[src/core/sbsc_pkg.sv]
// Shared widths, reset values and state carriers of the burst SRAM control.
package sbsc_pkg;

  // Widths of the device as built.
  localparam int ADDR_WIDTH = 21;
  localparam int LANES      = 4;
  localparam int LANE_WIDTH = 9;
  localparam int DATA_WIDTH = LANES * LANE_WIDTH;
  localparam int BURST_BITS = 2;
  localparam int HI_WIDTH   = ADDR_WIDTH - BURST_BITS;

  // Sleep entry and exit latency, in clock cycles.
  localparam int SLEEP_CYCLES = 2;

  // Reset values and lane and step constants.
  localparam logic                  RST_INTERLEAVE = 1'b1;
  localparam logic [LANES-1:0]      NO_LANES       = 4'h0;
  localparam logic [LANES-1:0]      ALL_LANES      = 4'hf;
  localparam logic [BURST_BITS-1:0] STEP_ZERO      = 2'h0;
  localparam logic [BURST_BITS-1:0] STEP_ONE       = 2'h1;

  // Kind of access decoded at a clock rise.
  typedef enum logic [2:0] {
    CYC_IDLE,
    CYC_DESELECT,
    CYC_BEGIN_READ,
    CYC_BEGIN_WRITE,
    CYC_NEXT,
    CYC_CURRENT
  } sbsc_cycle_t;

  // Inputs from the processor or cache controller side.
  typedef struct packed {
    logic [ADDR_WIDTH-1:0] addr;
    logic                  chip_sel_primary_n;
    logic                  chip_sel_expand_hi;
    logic                  chip_sel_expand_lo_n;
    logic                  processor_addr_strobe_n;
    logic                  controller_addr_strobe_n;
    logic                  burst_advance_n;
    logic                  global_write_n;
    logic                  byte_write_gate_n;
    logic [LANES-1:0]      byte_lane_write_n;
    logic                  output_enable_n;
  } sbsc_bus_t;

  // Port towards the storage array.
  typedef struct packed {
    logic [ADDR_WIDTH-1:0] addr;
    logic [LANES-1:0]      write_lanes;
    logic [DATA_WIDTH-1:0] wdata;
    logic                  read;
  } sbsc_mem_t;

  // Every flip-flop of the block.
  typedef struct packed {
    logic                  sleep_sync1;
    logic                  sleep_sync2;
    logic                  interleave;
    logic                  mode_taken;
    logic                  active;
    logic [HI_WIDTH-1:0]   addr_hi;
    logic [BURST_BITS-1:0] start;
    logic [BURST_BITS-1:0] step;
    sbsc_mem_t             mem;
    logic [DATA_WIDTH-1:0] dq_out;
    logic                  dq_oe_n;
  } sbsc_state_t;

  localparam sbsc_state_t RST_STATE = '{
    sleep_sync1: 1'b0,
    sleep_sync2: 1'b0,
    interleave:  RST_INTERLEAVE,
    mode_taken:  1'b0,
    active:      1'b0,
    addr_hi:     '0,
    start:       STEP_ZERO,
    step:        STEP_ZERO,
    mem:         '0,
    dq_out:      '0,
    dq_oe_n:     1'b1
  };

endpackage

[src/core/sbsc_top.sv]
// Cycle decode, burst counter, data drive and sleep control of the SRAM.
//
// How it works
// RQ1 - Controller strobe with all selects, processor strobe high, write decode starts write.
// RQ2 - Controller-strobe write loads address and counter, writes presented data same cycle.
// RQ3 - Any detected write, even partial, turns the data lines off regardless of enable.
// RQ4 - Far side releases output enable and lets lines float before driving write data.
// RQ5 - Two-bit wrapping counter, loaded from address bits one and zero, supplies low bits.
// RQ6 - Order input low means linear, high means interleaved; floating defaults to interleaved.
// RQ7 - Interleaved order XORs the starting value with zero, one, two, three in turn.
// RQ8 - Linear order adds one to the low two address bits per step, modulo four.
// RQ9 - Sleep input is asynchronous; asserting it enters low power keeping contents.
// RQ10 - Sleep entry and exit take two cycles each; pending accesses are dropped.
// RQ11 - Far side deselects before sleep and stays idle two cycles after release.
// RQ12 - Deselect with lines off on the two documented chip select and strobe cases.
// RQ13 - While asleep every other input is ignored and the data lines stay off.
// RQ14 - Accepted processor strobe with all selects always begins a read; it is ignored with primary deselected.
// RQ15 - No accepted strobe and advance low steps to the next burst address.
// RQ16 - No accepted strobe and advance high repeats the access at the current address.
// RQ17 - Write decode is global write low, or gate low with any lane low.
// RQ18 - Writes follow a processor start or come with a controller start only; the code also writes in any later burst cycle, after either start.
// RQ19 - Output enable drives reads, masked during writes and while deselected.
// RQ20 - Any lane mix is valid per byte and parity; global write writes all four.
// RQ21 - Write inputs ignored in a processor start cycle, used from the next rise.
`timescale 1ns/1ps
`default_nettype none

module sbsc_top
  import sbsc_pkg::*;
#(
  parameter int ADDR_W = ADDR_WIDTH,
  parameter int DATA_W = DATA_WIDTH
) (
  // Clock, reset and clock enable.
  input  wire logic                  MCLK,
  input  wire logic                  RESET,
  input  wire logic                  CLK_EN,
  // Burst order strap, high for interleaved.
  input  wire logic                  BURST_ORDER_INTERLEAVE,
  // Sleep request from the far side.
  input  wire logic                  SLEEP_REQUEST,
  // Address, selects, strobes and write controls.
  input  wire sbsc_bus_t             BUS,
  // Common data lines, split into three signals.
  input  wire logic [DATA_W-1:0]     DQ_IN,
  output logic      [DATA_W-1:0]     DQ_OUT,
  output logic                       DQ_OE_N,
  // Storage array port.
  output sbsc_mem_t                  MEM,
  input  wire logic [DATA_W-1:0]     MEM_RDATA,
  // Status.
  output logic                       SLEEP_STATE
);

  // The carriers in the package fix the widths, so other values cannot fit.
  if (ADDR_W != ADDR_WIDTH || DATA_W != DATA_WIDTH) begin : g_bad_width
    $error("sbsc_top: widths must match the package carriers");
  end

  // The counter supplies only the low bits, so the address must be wider
  // than it, and the data must split evenly into byte lanes.
  if (ADDR_W <= BURST_BITS ||
      DATA_W != LANES * LANE_WIDTH) begin : g_bad_split
    $error("sbsc_top: address or lane split cannot be served");
  end

  // Sleep latency comes from the two synchroniser flops alone; any other
  // count would need a counter that this block does not have.
  if (SLEEP_CYCLES != $bits({RST_STATE.sleep_sync1,
                             RST_STATE.sleep_sync2})) begin : g_bad_sleep
    $error("sbsc_top: sleep latency is fixed by the synchroniser depth");
  end

  sbsc_state_t st;
  sbsc_state_t next_st;
  sbsc_cycle_t cycle;

  // Low address bits of the current burst step.
  function automatic logic [BURST_BITS-1:0] burst_low(
    input logic [BURST_BITS-1:0] start,
    input logic [BURST_BITS-1:0] step,
    input logic                  interleave
  );
    logic [BURST_BITS-1:0] low;
    if (interleave) begin
      low = start ^ step; // RQ7
    end else begin
      low = start + step; // RQ8
    end
    return low;
  endfunction

  // Lanes written by the write inputs; empty means a read.
  function automatic logic [LANES-1:0] write_lanes(input sbsc_bus_t bus);
    logic [LANES-1:0] lanes;
    if (!bus.global_write_n) begin
      lanes = ALL_LANES; // RQ20
    end else if (!bus.byte_write_gate_n) begin
      lanes = ~bus.byte_lane_write_n; // RQ17 RQ20
    end else begin
      lanes = NO_LANES; // RQ17
    end
    return lanes;
  endfunction

  logic                  asleep;
  logic                  sel_all;
  logic                  proc_start;
  logic                  ctrl_start;
  logic [LANES-1:0]      lanes;
  logic                  is_write;
  logic [BURST_BITS-1:0] next_low;

  always_comb begin
    asleep     = st.sleep_sync2;
    sel_all    = !BUS.chip_sel_primary_n && BUS.chip_sel_expand_hi &&
                 !BUS.chip_sel_expand_lo_n;
    // The processor strobe only counts with the primary select low.
    proc_start = !BUS.processor_addr_strobe_n && !BUS.chip_sel_primary_n; // RQ14
    // The controller strobe is ignored under an accepted processor strobe.
    ctrl_start = !BUS.controller_addr_strobe_n &&
                 BUS.processor_addr_strobe_n; // RQ1
    lanes      = write_lanes(BUS);
    is_write   = |lanes; // RQ17

    if (asleep) begin
      cycle = CYC_IDLE; // RQ13
    end else if (proc_start) begin
      cycle = sel_all ? CYC_BEGIN_READ : CYC_DESELECT; // RQ14 RQ21 RQ12
    end else if (!BUS.controller_addr_strobe_n) begin
      if (!sel_all) begin
        cycle = CYC_DESELECT; // RQ12
      end else if (ctrl_start && is_write) begin
        cycle = CYC_BEGIN_WRITE; // RQ1
      end else begin
        cycle = CYC_BEGIN_READ;
      end
    end else if (!st.active) begin
      cycle = CYC_IDLE;
    end else if (!BUS.burst_advance_n) begin
      cycle = CYC_NEXT; // RQ15
    end else begin
      cycle = CYC_CURRENT; // RQ16
    end
  end

  always_comb begin
    next_st = st;
    next_low = STEP_ZERO;

    // Two flops so a sleep level changing at any time settles first.
    next_st.sleep_sync1 = SLEEP_REQUEST; // RQ9
    next_st.sleep_sync2 = st.sleep_sync1; // RQ9 RQ10

    // The order strap is caught once, on the first enabled cycle.
    if (!st.mode_taken) begin
      next_st.interleave = BURST_ORDER_INTERLEAVE; // RQ6
      next_st.mode_taken = 1'b1;
    end

    next_st.mem.write_lanes = NO_LANES;
    next_st.mem.read        = 1'b0;
    next_st.mem.wdata       = DQ_IN;

    // Data out trails the array access by one cycle, so the drive decision
    // uses the access registered at the previous rise.
    next_st.dq_out  = MEM_RDATA;
    next_st.dq_oe_n = !(st.mem.read && !BUS.output_enable_n); // RQ19

    unique case (cycle)
      CYC_IDLE: begin
        if (asleep) begin
          // Anything pending at sleep entry is abandoned.
          next_st.active = 1'b0; // RQ10 RQ13
        end
      end
      CYC_DESELECT: begin
        next_st.active = 1'b0; // RQ12
      end
      CYC_BEGIN_READ: begin
        next_st.active   = 1'b1; // RQ14
        next_st.addr_hi  = BUS.addr[ADDR_W-1:BURST_BITS];
        next_st.start    = BUS.addr[BURST_BITS-1:0]; // RQ5
        next_st.step     = STEP_ZERO;
        next_st.mem.addr = BUS.addr;
        next_st.mem.read = 1'b1;
      end
      CYC_BEGIN_WRITE: begin
        next_st.active          = 1'b1;
        next_st.addr_hi         = BUS.addr[ADDR_W-1:BURST_BITS]; // RQ2
        next_st.start           = BUS.addr[BURST_BITS-1:0]; // RQ2 RQ5
        next_st.step            = STEP_ZERO;
        next_st.mem.addr        = BUS.addr; // RQ2
        next_st.mem.write_lanes = lanes; // RQ2 RQ18
      end
      CYC_NEXT, CYC_CURRENT: begin
        if (cycle == CYC_NEXT) begin
          // Two bits wrap by themselves, so the fourth step returns to start.
          next_st.step = st.step + STEP_ONE; // RQ5 RQ15
        end
        next_low = burst_low(st.start, next_st.step, st.interleave);
        next_st.mem.addr = {st.addr_hi, next_low}; // RQ15 RQ16
        if (is_write) begin
          next_st.mem.write_lanes = lanes; // RQ18 RQ21
        end else begin
          next_st.mem.read = 1'b1;
        end
      end
    endcase

    // A write seen at this rise turns the lines off at once, whatever the
    // output enable says, so a late enable cannot fight incoming data.
    if (cycle == CYC_BEGIN_WRITE ||
        ((cycle == CYC_NEXT || cycle == CYC_CURRENT) && is_write)) begin
      next_st.dq_oe_n = 1'b1; // RQ3 RQ19
    end
    if (cycle == CYC_DESELECT || asleep) begin
      next_st.dq_oe_n = 1'b1; // RQ12 RQ13
    end
  end

  always_ff @(posedge MCLK) begin
    if (RESET) begin
      st <= RST_STATE;
    end else if (CLK_EN) begin
      st <= next_st;
    end
  end

  assign DQ_OUT      = st.dq_out;
  assign DQ_OE_N     = st.dq_oe_n;
  assign MEM         = st.mem;
  assign SLEEP_STATE = st.sleep_sync2;

endmodule

`default_nettype wire

[config.mk]
export PLATFORM = sky130hd
export DESIGN_NAME = sbsc_top
export DESIGN_NICKNAME = d
export VERILOG_FILES = /design/src/core/sbsc_pkg.sv /design/src/core/sbsc_top.sv
export SDC_FILE = /design/constraint.sdc
export NUM_CORES = 1
export LEC_CHECK = 0
export ABC_AREA = 1
export ABC_CLOCK_PERIOD_IN_PS = 2300
export BUFFER_PORTS_ARGS = -buffer_cell sky130_fd_sc_hd__buf_2
export CORE_MARGIN = 4
export CORE_UTILIZATION = 25
export DETAILED_ROUTE_END_ITERATION = 7
export PLACE_DENSITY = 0.51
export SLEW_MARGIN = 20
export SYNTH_ARGS = -nofsm -noshare
export SYNTH_HDL_FRONTEND = slang
export SYNTH_SLANG_ARGS = --single-unit
[constraint.sdc]
create_clock -name MCLK -period 2.3 [get_ports MCLK]
set_clock_uncertainty 0.1 [all_clocks]
set_input_delay 0.345 -clock MCLK [delete_from_list [all_inputs] [get_ports MCLK]]
set_output_delay 0.345 -clock MCLK [all_outputs]
set_load 0.005 [all_outputs]
Word-level counts from Yosys, hierarchy flattened
Index checks and enable logic that the tools add are counted.
- bits in registers: 127
- output and inout port bits: 100
- logic and storage cells: 73
- reductions and logical operators: 26
- muxes and demuxes: 22
- $add $sub $neg: 2
- bitwise logic cells: 3
- equal/unequal tests: 6
- operators with widths (kind ; count):
    $pmux W23 S2 ; 1
    $mux W3 ; 4
    $mux W4 ; 3
    $mux W2 ; 5
    $pmux W4 S2 ; 1
    $logic_and A1 B1 Y1 ; 7
    $eq A3 B2 Y1 const B ; 2
    $eq A3 B3 Y1 const B ; 2
    $logic_not A1 Y1 ; 6
    $mux W1 ; 6
    $reduce_and A2 Y1 ; 3
    $not A4 Y4 ; 1
    $reduce_or A2 Y1 ; 2
    $reduce_or A4 Y1 ; 1
    $eq A3 B1 Y1 const B ; 1
    $logic_not A3 Y1 ; 1
    $logic_or A1 B1 Y1 ; 3
    $pmux W1 S3 ; 1
    $reduce_and A3 Y1 ; 1
    $reduce_bool A3 Y1 ; 1
    $add A2 B1 Y2 const B ; 1
    $add A2 B2 Y2 ; 1
    $ne A2 B2 Y1 const B ; 1
    $pmux W1 S2 ; 1
    other kinds (3) ; 3

Logic depth before layout (Yosys ltp)
Gate-level depths: netlist (run 1).
- depth after elaboration: 16
- gate-level depth with buffers: 19

Worst setup path before layout (run 1)
Ideal clock, no wire load.
- path kind: input -> register
- from: input BUS[5] in the netlist's numbering
- to: register st, in the netlist MEM[42]
- data arrival time: 1.931 ns
- required time: 2.069 ns
- slack: 0.138 ns
- cell stages on the path: 18
- cell sequence: or2_1 nand3_2 nand2_1 nand2_1 nand2_1 nand2_2 nand2_4 nand2_2 xor2_1 inv_2 ha_1 nand2_1 xor2_1 inv_1 nand3_1 nand3_1 nand2_1 a21oi_2
- cells in the longest elaborated chain, start to end: 15
- ends and longest elaborated chain (element ; RTL line ; text):
    from (decl) ; sbsc_top.sv:43 ; input wire sbsc_bus_t BUS,
    $mux W4 * ; sbsc_top.sv:98 ; end else if (!bus.byte_write_gate_n) begin
    $mux W4 * ; sbsc_top.sv:96 ; if (!bus.global_write_n) begin
    $reduce_or A4 Y1 * ; sbsc_top.sv:124 ; is_write = |lanes;
    $logic_and A1 B1 Y1 * ; sbsc_top.sv:133 ; end else if (ctrl_start && is_write) begin
    $mux W1 * ; sbsc_top.sv:133 ;
    $mux W2 * ; sbsc_top.sv:131 ; if (!sel_all) begin
    $mux W3 * ; sbsc_top.sv:130 ; end else if (!BUS.controller_addr_strobe_n) begin
    $mux W3 * ; sbsc_top.sv:128 ; end else if (proc_start) begin
    $mux W3 * ; sbsc_top.sv:126 ; if (asleep) begin
    $eq A3 B3 Y1 ; sbsc_top.sv:170, sbsc_top.sv:197 ;
    $mux W2 ; sbsc_top.sv:197 ; if (cycle == CYC_NEXT) begin
    $mux W2 ; sbsc_top.sv:170 ; unique case (cycle)
    $add A2 B2 Y2 or $xor A2 B2 Y2 (tied branches) ; sbsc_top.sv:88, sbsc_top.sv:86 ;
    $mux W2 ; sbsc_top.sv:85 ; if (interleave) begin
    $pmux W23 S2 ; sbsc_top.sv:170 ;
    to (signal assigned) ; sbsc_top.sv:226 ; st <= next_st;
    to (decl) ; sbsc_top.sv:74 ; sbsc_state_t st;
Every way passes the cells marked *; elsewhere a longest branch is shown, timed or not. The select of a mux whose other input is x is not followed.
A chain may end at the register's enable or synchronous reset.

Worst setup path in the final report (run 1)
Same ends and word-level chain as after synthesis.

==> results of run 1 <==
critical path, delay by kind of cell:
| kind | cells | cell delay [ns] |
|---|---|---|
| XOR/XNOR | 2 | 0.36 |
| buffers and inverters | 3 | 0.22 |
| AO/OA/AOI/OAI | 1 | 0.05 |
| adder cells (fa/ha/maj) | 1 | 0.17 |
| AND/OR/NAND/NOR | 12 | 1.04 |
flip-flops by register name, summed over array words and instances, names as in the netlist:
signal	count
DQ_OUT	36
st	26
SLEEP_STATE	1
MEM	62
next_st	1
DQ_OE_N	1
worst min path at each step:
stage | start | to | slack, ns | depth (start not counted)
floorplan | MEM[37]$_SDFFE_PP0P_ | MEM[37]$_SDFFE_PP0P_ | 0.35 | 2
global placement | MEM[39]$_SDFFE_PP0P_ | MEM[39]$_SDFFE_PP0P_ | 0.35 | 2
detailed placement | MEM[37]$_SDFFE_PP0P_ | MEM[37]$_SDFFE_PP0P_ | 0.35 | 2
CTS | MEM_RDATA[22] | DQ_OUT[22]$_SDFFE_PP0P_ | 0.03 | 3
global route | MEM_RDATA[9] | DQ_OUT[9]$_SDFFE_PP0P_ | 0.04 | 3
finish | SLEEP_REQUEST | next_st[125]$_SDFFE_PP0P_ | 0.06 | 3
cell usage in the layout, fill, tap and decap left out, types with 2 or more instances in the layout:
master,netlist,routed
a21oi_1,13,13
a31oi_1,20,20
buf_12,0,4
buf_2,4,210
buf_4,98,14
bufinv_16,0,4
clkbuf_1,29,3
clkbuf_16,0,17
clkinv_2,1,5
clkinvlp_4,0,2
dfxtp_1,127,127
inv_1,11,10
inv_2,4,5
nand2_1,64,64
nand2_2,4,4
nand3_1,6,6
nor2_1,195,195
nor2_2,6,6
nor2_4,2,2
o211ai_1,3,3
o21ai_0,98,98
o21ai_1,20,20
o21ai_2,2,2
xor2_1,2,2
metal layers:
metal  up-vias  share of wire (%)  track usage (%)
met5         -               0.29                0
met4         6                1.4             4.26
met3        19                6.9             4.07
met2       128                 48             22.1
met1      2126                 43             14.8
li1       2469                  -                -
cells by family (layout without fill, tap and decap cells):
kind of cell	after synthesis	in the layout	share of synthesized area (%)
buffers and inverters	156	276	17.7
DFF	127	127	46.0
and+or+nand+nor	282	282	20.4
xor gates and xnor gates	3	3	0.476
AOI/OAI and AO/OA	158	158	15.2
adders and majority gates	1	1	0.226
power by group through the flow:
stage | logic, mW | registers [mW] | clock network (mW)
finish | 0.539 | 2.38 | 2.83
global route | 0.618 | 2.39 | 3.03
CTS | 0.554 | 2.38 | 2.95
detailed placement | 0.551 | 2.42 | 0
global placement | 0.549 | 2.42 | 0
floorplan | 0.393 | 2.41 | 0
final cells by class:
class	instances	area (um2)	area share [%]
Clock inverter	11	164	2.41
Timing Repair Buffer	228	1240	18.1
Inverter	16	61.3	0.900
Sequential cell	127	2540	37.3
Multi-Input combinational cell	444	2010	29.5
Clock buffer	21	450	6.61
Tap cell	280	350	5.14
metrics by stage:
| stage | std cells | cell area (um2) | TNS [ns] | utilization, % | hold slack (ns) |
|---|---|---|---|---|---|
| 2_1_floorplan | 727 | 5530 | 0 | - | 0.346 |
| 3_3_place_gp | 1095 | 6200 | -0.0849 | 28.5 | 0.352 |
| 3_5_place_dp | 1095 | 6200 | -0.113 | 28.5 | 0.355 |
| 4_1_cts | 1127 | 6810 | 0 | 31.3 | 0.0316 |
| 5_1_grt | 1127 | 6810 | 0 | 31.3 | 0.0382 |
| 6_report | 1127 | 6810 | 0 | 31.3 | 0.0568 |
cells in the mapped netlist, types with 6 or more instances:
library cell / n / area share [%]
dfxtp_1: 127 / 46
a21oi_1: 13 / 1.2
clkbuf_1: 29 / 2.0
buf_1: 6 / 0.41
nor2_2: 6 / 0.68
o21ai_1: 20 / 1.8
nor2_1: 195 / 13
a31oi_1: 20 / 2.3
inv_1: 11 / 0.75
nand2_1: 64 / 4.3
buf_4: 98 / 13
o21ai_0: 98 / 8.9
nand3_1: 6 / 0.54
==> run_results.csv, run 1 <==
group,metric,value,unit
floorplan,start_util,25.4,%
worst_setup_path,cp_slowest_cell,"or2_1",
sta,maxSlewViolCount,0,
grt,grt_first_pass_wirelength,24500,um
clock_tree,path_clk_slew,0.06,ns
sta,post-route-period-util,86.7,%
worst_setup_path,rr_endpoint,"MEM[61]$_SDFFE_PP0P_",
clock_tree,postCtsSetupBuffers,0,
pwr,p_sw,1.35,mW
placed_design,dp_slack,-0.113,ns
synth,syn_inst,727,
floorplan,rows,54,
floorplan,core_region_area,0.0218,mm2
synth,ys_ff_latch,127,
worst_setup_path,cp-startpoint,"BUS[5]",
placed_design,portBuffers,210,
drt,first_pass_iters,4,
clock_tree,htreeDepth,4,
pwr,powerDensity,844,mW/mm2
worst_setup_path,cp_slowest_stage_delay,0.26,ns
clock_tree,hold_buffers,0,
synth,netlist_area,0.00553,mm2
synth,syn-num-nets,839,
sta,finalSetupViolations,0,
worst_setup_path,worst_r2r_path_depth,9,
grt,grt_max_degree,78,
floorplan,io_pins,211,
synth,yosys_warnings,0,
worst_setup_path,crit_chain,"buf_2 -> or2_1 -> nand3_2 -> nand2_1 -> nand2_1 -> nand2_1 -> nand2_2 -> nand2_4 -> nand2_2 -> xor2_1 -> inv_2 -> ha_1 -> nand2_1 -> xor2_1 -> inv_1 -> nand3_1 -> nand3_1 -> nand2_1 -> a21oi_2",
pwr,p_int,4.40,mW
worst_setup_path,worstSetupPathType,"in -> reg",
grt,grt_pass1_vias,4701,
finish,area_delta_synth_final,23.3,%
drt,totalWireLength,15600,um
drt,vias,4748,
synth,synthArstFlopShare,0,%
drt,route.detailed.drc,0,
synth,synth_edf_count,0,
worst_setup_path,critPathRequiredTime,2.49,ns
synth,ys_types,32,
grt,grt_usage,12.7,%
worst_setup_path,critPathMostFrequentCell,"nand2_1",
sta,rsz0062_at_grt,"false",
sta,timing.fmax,502,MHz
drt,wl_per_cell,13.8,um
drt,via_per_inst,4.21,
clock_tree,ctsRootBufferMaster,"clkbuf_16",
drt,ant_nets,0,
finish,diodes,0,
synth,ys_seq_area_share,46.0,%
sta,worst_slew_pin_slew,0.726,ns
clock_tree,clock_latency,0.41,ns
hold_path,hold_path.class,"in -> reg",
synth,syn_avg_cell_area,7.60,um2
placed_design,place_congestion,0.758,
worst_setup_path,startpoint_type,"primary input",
worst_setup_path,arrival,2.18,ns
sta,setup_slack,0.307,ns
pwr,p_leak,3.26,nW
floorplan,fp.dieW,157,um
pwr,p_comb_share,9.4,%
floorplan,die_area,0.0245,mm2
sta,slew_headroom,51.6,%
finish,fillerInstances,2407,
grt,overflow,0,
placed_design,hpwl,10700,um
pwr,p_total,5.75,mW
clock_tree,cts_resized,0,
finish,layout.nets,946,
pwr,peakVddDrop,0.000432,V
worst_setup_path,path_max_fanout,4,
drt,dr.first_iter.drc_count,233,
pwr,clockPowerShare,49.3,%
clock_tree,cts_buffers,17,
finish,layout-drive-gt1-share,33.2,%
outcome,outcome,"completed",
pwr,swShare,23.4,%
clock_tree,cts_sinks,127,
grt,antenna_found_initial,3,
floorplan,dieHeight,157,um
clock_tree,cts_tree,"yes",
pwr,p_seq_share,41.4,%
worst_setup_path,regToRegStartpoint,"SLEEP_STATE$_SDFFE_PP0P_",
sta,final_hold_viol_count,0,
worst_setup_path,endpoint_kind,"flip-flop",
synth,synth_flop_cell,"dfxtp_1",
clock_tree,cts_buffer_depth,2,
flow_run,cap_violations,0,
worst_setup_path,critPathCapture,"MEM[42]$_SDFFE_PP0P_",
sta,period_minus_slack,1.99,ns
worst_setup_path,r2r_setup_slack,0.34,ns
Note: power is estimated with default switching activity, not from simulation.
==> run 2: changes to the inputs <==
--- a/config.mk
+++ b/config.mk
@@ -12,6 +12,7 @@
 export CORE_UTILIZATION = 25
 export DETAILED_ROUTE_END_ITERATION = 7
 export PLACE_DENSITY = 0.51
+export RECOVER_POWER = 25
 export SLEW_MARGIN = 20
 export SYNTH_ARGS = -nofsm -noshare
 export SYNTH_HDL_FRONTEND = slang
==> run_results.csv, run 2 (synthesis gave the netlist of run 1 again) <==
group,metric,value,unit
worst_setup_path,crit_chain,"buf_2 -> or2_1 -> nand3_2 -> nand2_1 -> nand2_1 -> nand2_1 -> nand2_2 -> nand2_4 -> nand2_2 -> xor2_1 -> inv_2 -> ha_1 -> nand2_1 -> xor2_1 -> inv_1 -> nand3_1 -> nand3_1 -> nand2_1 -> a21oi_2",
worst_setup_path,path_max_fanout,4,
sta,finalSetupViolations,0,
sta,worst_slew_pin_slew,1.43,ns
clock_tree,ctsRootBufferMaster,"clkbuf_16",
grt,grt_first_pass_wirelength,24500,um
grt,antenna_found_initial,3,
finish,mostFrequentLayoutCells,"buf_2 (209), nor2_1 (195), dfxtp_1 (127)",
pwr,p_int,4.40,mW
clock_tree,cts_resized,0,
pwr,swShare,23.5,%
sta,maxSlewViolCount,0,
finish,layout.nets,946,
floorplan,io_pins,211,
drt,first_pass_iters,4,
finish,final_cell_count_no_fill,1127,
worst_setup_path,crit_family,"simple AND/OR/NAND/NOR gates",
sta,rsz0062_at_grt,"false",
clock_tree,cts_tree,"yes",
pwr,p_seq_share,41.3,%
clock_tree,hold_buffers,0,
worst_setup_path,cp_slowest_cell,"or2_1",
worst_setup_path,worstSetupPathType,"in -> reg",
worst_setup_path,critPathRequiredTime,2.49,ns
pwr,p_leak,3.25,nW
floorplan,fp.dieW,157,um
hold_path,hold_path.class,"in -> reg",
placed_design,place_congestion,0.758,
worst_setup_path,arrival,2.18,ns
finish,largest_register_ff_count,62,
pwr,clockPowerShare,49.3,%
grt,grt-busiest-layer,"met2",
sta,post-route-period-util,86.6,%
drt,dr.first_iter.drc_count,246,
sta,timing.fmax,502,MHz
outcome,outcome,"completed",
pwr,peakVddDrop,0.000434,V
clock_tree,htreeDepth,4,
sta,final_hold_viol_count,0,
floorplan,die_area,0.0245,mm2
placed_design,portBuffers,210,
sta,period_minus_slack,1.99,ns
worst_setup_path,startpoint_type,"primary input",
drt,ant_nets,0,
grt,overflow,0,
worst_setup_path,critPathMostFrequentCell,"nand2_1",
clock_tree,cts_buffer_depth,2,
grt,grt_pass1_vias,4701,
clock_tree,postCtsSetupBuffers,0,
pwr,p_comb_share,9.3,%
placed_design,dp_cells,1095,
floorplan,start_util,25.4,%
floorplan,rows,54,
flow_run,cap_violations,0,
grt,use_met3,4.07,%
drt,totalWireLength,15600,um
finish,area_delta_synth_final,22.9,%
pwr,p_sw,1.35,mW
drt,wl_per_cell,13.9,um
clock_tree,cts_sinks,127,
drt,route.detailed.drc,0,
grt,grt_usage,12.7,%
grt,use_met1,14.8,%
worst_setup_path,cp_slowest_stage_delay,0.26,ns
placed_design,hpwl,10700,um
worst_setup_path,endpoint_kind,"flip-flop",
floorplan,core_region_area,0.0218,mm2
clock_tree,clock_latency,0.41,ns
grt,grt_max_degree,78,
sta,hold_ws,0.0548,ns
drt,via_per_inst,4.22,
finish,layout_commonest_cell,"buf_2",
finish,layout-drive-gt1-share,32.9,%
drt,vias,4753,
grt,met2_usage,22.1,%
finish,diodes,0,
worst_setup_path,path_buf_inv,3,
sta,slew_headroom,4.49,%
clock_tree,cts_buffers,17,
pwr,powerDensity,847,mW/mm2
pwr,p_total,5.75,mW
floorplan,dieHeight,157,um
clock_tree,path_clk_slew,0.06,ns
-- run 2: area by class of cell --
type                       instances  area (um2)
fill                            2409       15000
sequential                       127        2540
multi-input combinational        444        2010
timing repair buffer             228        1210
clock buffer                      21         450
tap                              280         350
clock inverter                    11         164
inverter                          16        61.3
-- run 2: power by group through the flow --
stage | sequential (mW) | clock, mW | combinational (mW)
floorplan | 2.41 | 0 | 0.393
detailed placement | 2.42 | 0 | 0.551
global placement | 2.42 | 0 | 0.549
CTS | 2.38 | 2.95 | 0.554
global route | 2.39 | 3.03 | 0.615
finish | 2.38 | 2.84 | 0.537
-- run 2: worst paths after layout --
check	cells after the start	slack, ns	start	to
hold / removal	3	0.05	DQ_IN[20]	MEM[21]$_SDFFE_PP0P_
setup reg to reg	15	0.35	st[122]$_SDFFE_PP0P_	MEM[42]$_SDFFE_PP0P_
setup / recovery	19	0.31	BUS[5]	MEM[42]$_SDFFE_PP0P_
hold reg to reg	2	0.36	MEM[37]$_SDFFE_PP0P_	MEM[37]$_SDFFE_PP0P_
-- run 2: routing by layer --
| metal | part of all wire (%) | vias to the layer above |
|---|---|---|
| met5 | 0.26 | - |
| li1 | - | 2464 |
| met1 | 43 | 2129 |
| met2 | 48 | 135 |
| met4 | 1.4 | 6 |
| met3 | 7.3 | 19 |
-- run 2: metrics by stage --
stage	util, %	instance area (um2)	setup TNS [ns]	worst slack, ns
2_1_floorplan	-	5530	0	0.138
3_3_place_gp	28.5	6200	-0.0849	-0.0849
3_5_place_dp	28.5	6200	-0.113	-0.113
4_1_cts	31.3	6810	0	0.310
5_1_grt	31.2	6790	0	0.140
6_report	31.2	6790	0	0.309
-- run 2: worst reg2reg max path: cells and delay by family, from the launching register on --
kind	cells	cell delay, ns
AOI/OAI and AO/OA	1	0.05
xor gates and xnor gates	2	0.34
adders and majority gates	1	0.17
buffers and inverters	3	0.18
DFF	1	0.34
and+or+nand+nor	8	0.66
==> run 3: changes to the inputs <==
--- a/config.mk
+++ b/config.mk
@@ -9,9 +9,9 @@
 export ABC_CLOCK_PERIOD_IN_PS = 2300
 export BUFFER_PORTS_ARGS = -buffer_cell sky130_fd_sc_hd__buf_2
 export CORE_MARGIN = 4
-export CORE_UTILIZATION = 25
+export CORE_UTILIZATION = 30
 export DETAILED_ROUTE_END_ITERATION = 7
-export PLACE_DENSITY = 0.51
+export PLACE_DENSITY = 0.58
 export RECOVER_POWER = 25
 export SLEW_MARGIN = 20
 export SYNTH_ARGS = -nofsm -noshare
==> run_results.csv, run 3 (synthesis gave the netlist of run 1 again) <==
group,metric,value,unit
outcome,outcome,"completed",
pwr,p_sw,1.32,mW
floorplan,die_area,0.0207,mm2
placed_design,portBuffers,210,
grt,grt_first_pass_wirelength,23000,um
worst_setup_path,worstSetupPathType,"reg -> reg",
hold_path,hold_path.class,"in -> reg",
clock_tree,path_clk_slew,0.06,ns
sta,finalSetupViolations,0,
placed_design,place_congestion,0.760,
floorplan,fp.dieW,144,um
finish,layout_commonest_cell,"buf_2",
grt,antenna_found_initial,2,
clock_tree,cts_tree,"yes",
clock_tree,htreeDepth,4,
grt,overflow,0,
grt,grt_pass1_vias,4604,
pwr,p_leak,3.26,nW
placed_design,dp_slack,-0.107,ns
clock_tree,ctsRootBufferMaster,"clkbuf_16",
floorplan,rows,49,
worst_setup_path,cp_slowest_stage_delay,0.42,ns
drt,ant_nets,0,
hold_path,min_path_cells,3,
pwr,powerDensity,847,mW/mm2
worst_setup_path,worst_r2r_path_depth,14,
clock_tree,cts_buffer_depth,2,
flow_run,cap_violations,0,
clock_tree,clock_latency,0.41,ns
placed_design,placed_area,0.00614,mm2
worst_setup_path,startpoint_type,"flip-flop",
floorplan,core_region_area,0.0180,mm2
worst_setup_path,cp_slowest_cell,"dfxtp_1",
sta,period_minus_slack,2.02,ns
finish,largest_register_ff_count,62,
floorplan,start_util,30.7,%
finish,final_area,0.00675,mm2
sta,worst_slew_pin_slew,1.23,ns
worst_setup_path,crit_chain,"inv_1 -> nand2_2 -> inv_2 -> nand2_2 -> xor2_1 -> inv_2 -> ha_1 -> nand2_1 -> xor2_2 -> inv_1 -> nand3_1 -> nand3_1 -> nand2_1 -> a21oi_2",
pwr,p_comb_share,9.4,%
drt,route.detailed.drc,0,
sta,final_hold_viol_count,0,
floorplan,io_pins,211,
pwr,peakVddDrop,0.000544,V
pwr,swShare,23.1,%
sta,timing.fmax,494,MHz
drt,via_per_inst,4.47,
finish,mostFrequentLayoutCells,"buf_2 (210), nor2_1 (195), dfxtp_1 (127)",
sta,slew_headroom,17.9,%
sta,post-route-period-util,88.0,%
sta,hold_ws,0.0566,ns
worst_setup_path,path_max_fanout,6,
pwr,p_seq_share,41.7,%
sta,rsz0062_at_grt,"false",
grt,grt_usage,14.1,%
drt,wl_per_cell,13.6,um
finish,layout-drive-gt1-share,33.4,%
drt,vias,4814,
clock_tree,cts_buffers,17,
drt,first_pass_iters,6,
finish,area_delta_synth_final,22.1,%
pwr,p_int,4.39,mW
finish,diodes,0,
sta,maxSlewViolCount,0,
clock_tree,postCtsSetupBuffers,0,
clock_tree,cts_sinks,127,
drt,dr.first_iter.drc_count,181,
placed_design,hpwl,10300,um
worst_setup_path,endpoint_kind,"flip-flop",
pwr,clockPowerShare,49.0,%
floorplan,dieHeight,144,um
finish,layout.nets,948,
drt,totalWireLength,14600,um
grt,grt_max_degree,78,
worst_setup_path,critPathRequiredTime,2.49,ns
sta,setup_slack,0.277,ns
worst_setup_path,arrival,2.21,ns
run 3: cell type report:
type	count	area, um2
Clock inverter	12	168
Multi-Input combinational cell	444	2010
Sequential cell	127	2540
Timing Repair Buffer	230	1230
Inverter	16	61.3
Tap cell	229	287
Clock buffer	19	443
Fill cell	1928	11300
run 3: worst paths after layout:
check	startpoint	end	slack [ns]
max	SLEEP_STATE$_SDFFE_PP0P_	MEM[42]$_SDFFE_PP0P_	0.28
min	DQ_IN[20]	MEM[21]$_SDFFE_PP0P_	0.06
max reg2reg	SLEEP_STATE$_SDFFE_PP0P_	MEM[42]$_SDFFE_PP0P_	0.28
min reg2reg	MEM[38]$_SDFFE_PP0P_	MEM[38]$_SDFFE_PP0P_	0.36
run 3: what timing repair did:
item,in CTS,in global routing
hold buffers,0,0
setup endpoints to repair,0,1
endpoints found under the hold margin,0,0
gates resized for setup,0,1
run 3: critical path, delay by kind of cell, from the launching register on:
| family | cells | cell delay (ns) |
|---|---|---|
| buf+inv | 4 | 0.26 |
| compound gates | 1 | 0.05 |
| flops | 1 | 0.42 |
| fa+ha+maj | 1 | 0.17 |
| simple gates | 6 | 0.55 |
| xor+xnor | 2 | 0.33 |
run 3: layer usage:
layer  wire length [um]  global-route usage, %
met1               6300                   17.0
met2               6910                   23.5
met3               1150                   4.69
met4                255                   5.20
met5                 26                      0
run 3: power by group through the flow:
stage / Clock [mW] / Combinational (mW) / Sequential (mW)
final: 2.80 / 0.535 / 2.38
after global routing: 2.99 / 0.612 / 2.39
after CTS: 2.90 / 0.547 / 2.38
after detailed placement: 0 / 0.544 / 2.43
after global placement: 0 / 0.542 / 2.42
after floorplan: 0 / 0.393 / 2.41
run 3: through the flow:
step | setup TNS [ns] | total power [mW] | util [%] | instances
3_3_place_gp | -0.0783 | 2.97 | 34.0 | 1046
6_report | 0 | 5.71 | 37.4 | 1077
4_1_cts | 0 | 5.83 | 37.4 | 1077
2_1_floorplan | 0 | 2.81 | - | 727
3_5_place_dp | -0.107 | 2.97 | 34.0 | 1046
5_1_grt | 0 | 5.99 | 37.4 | 1077
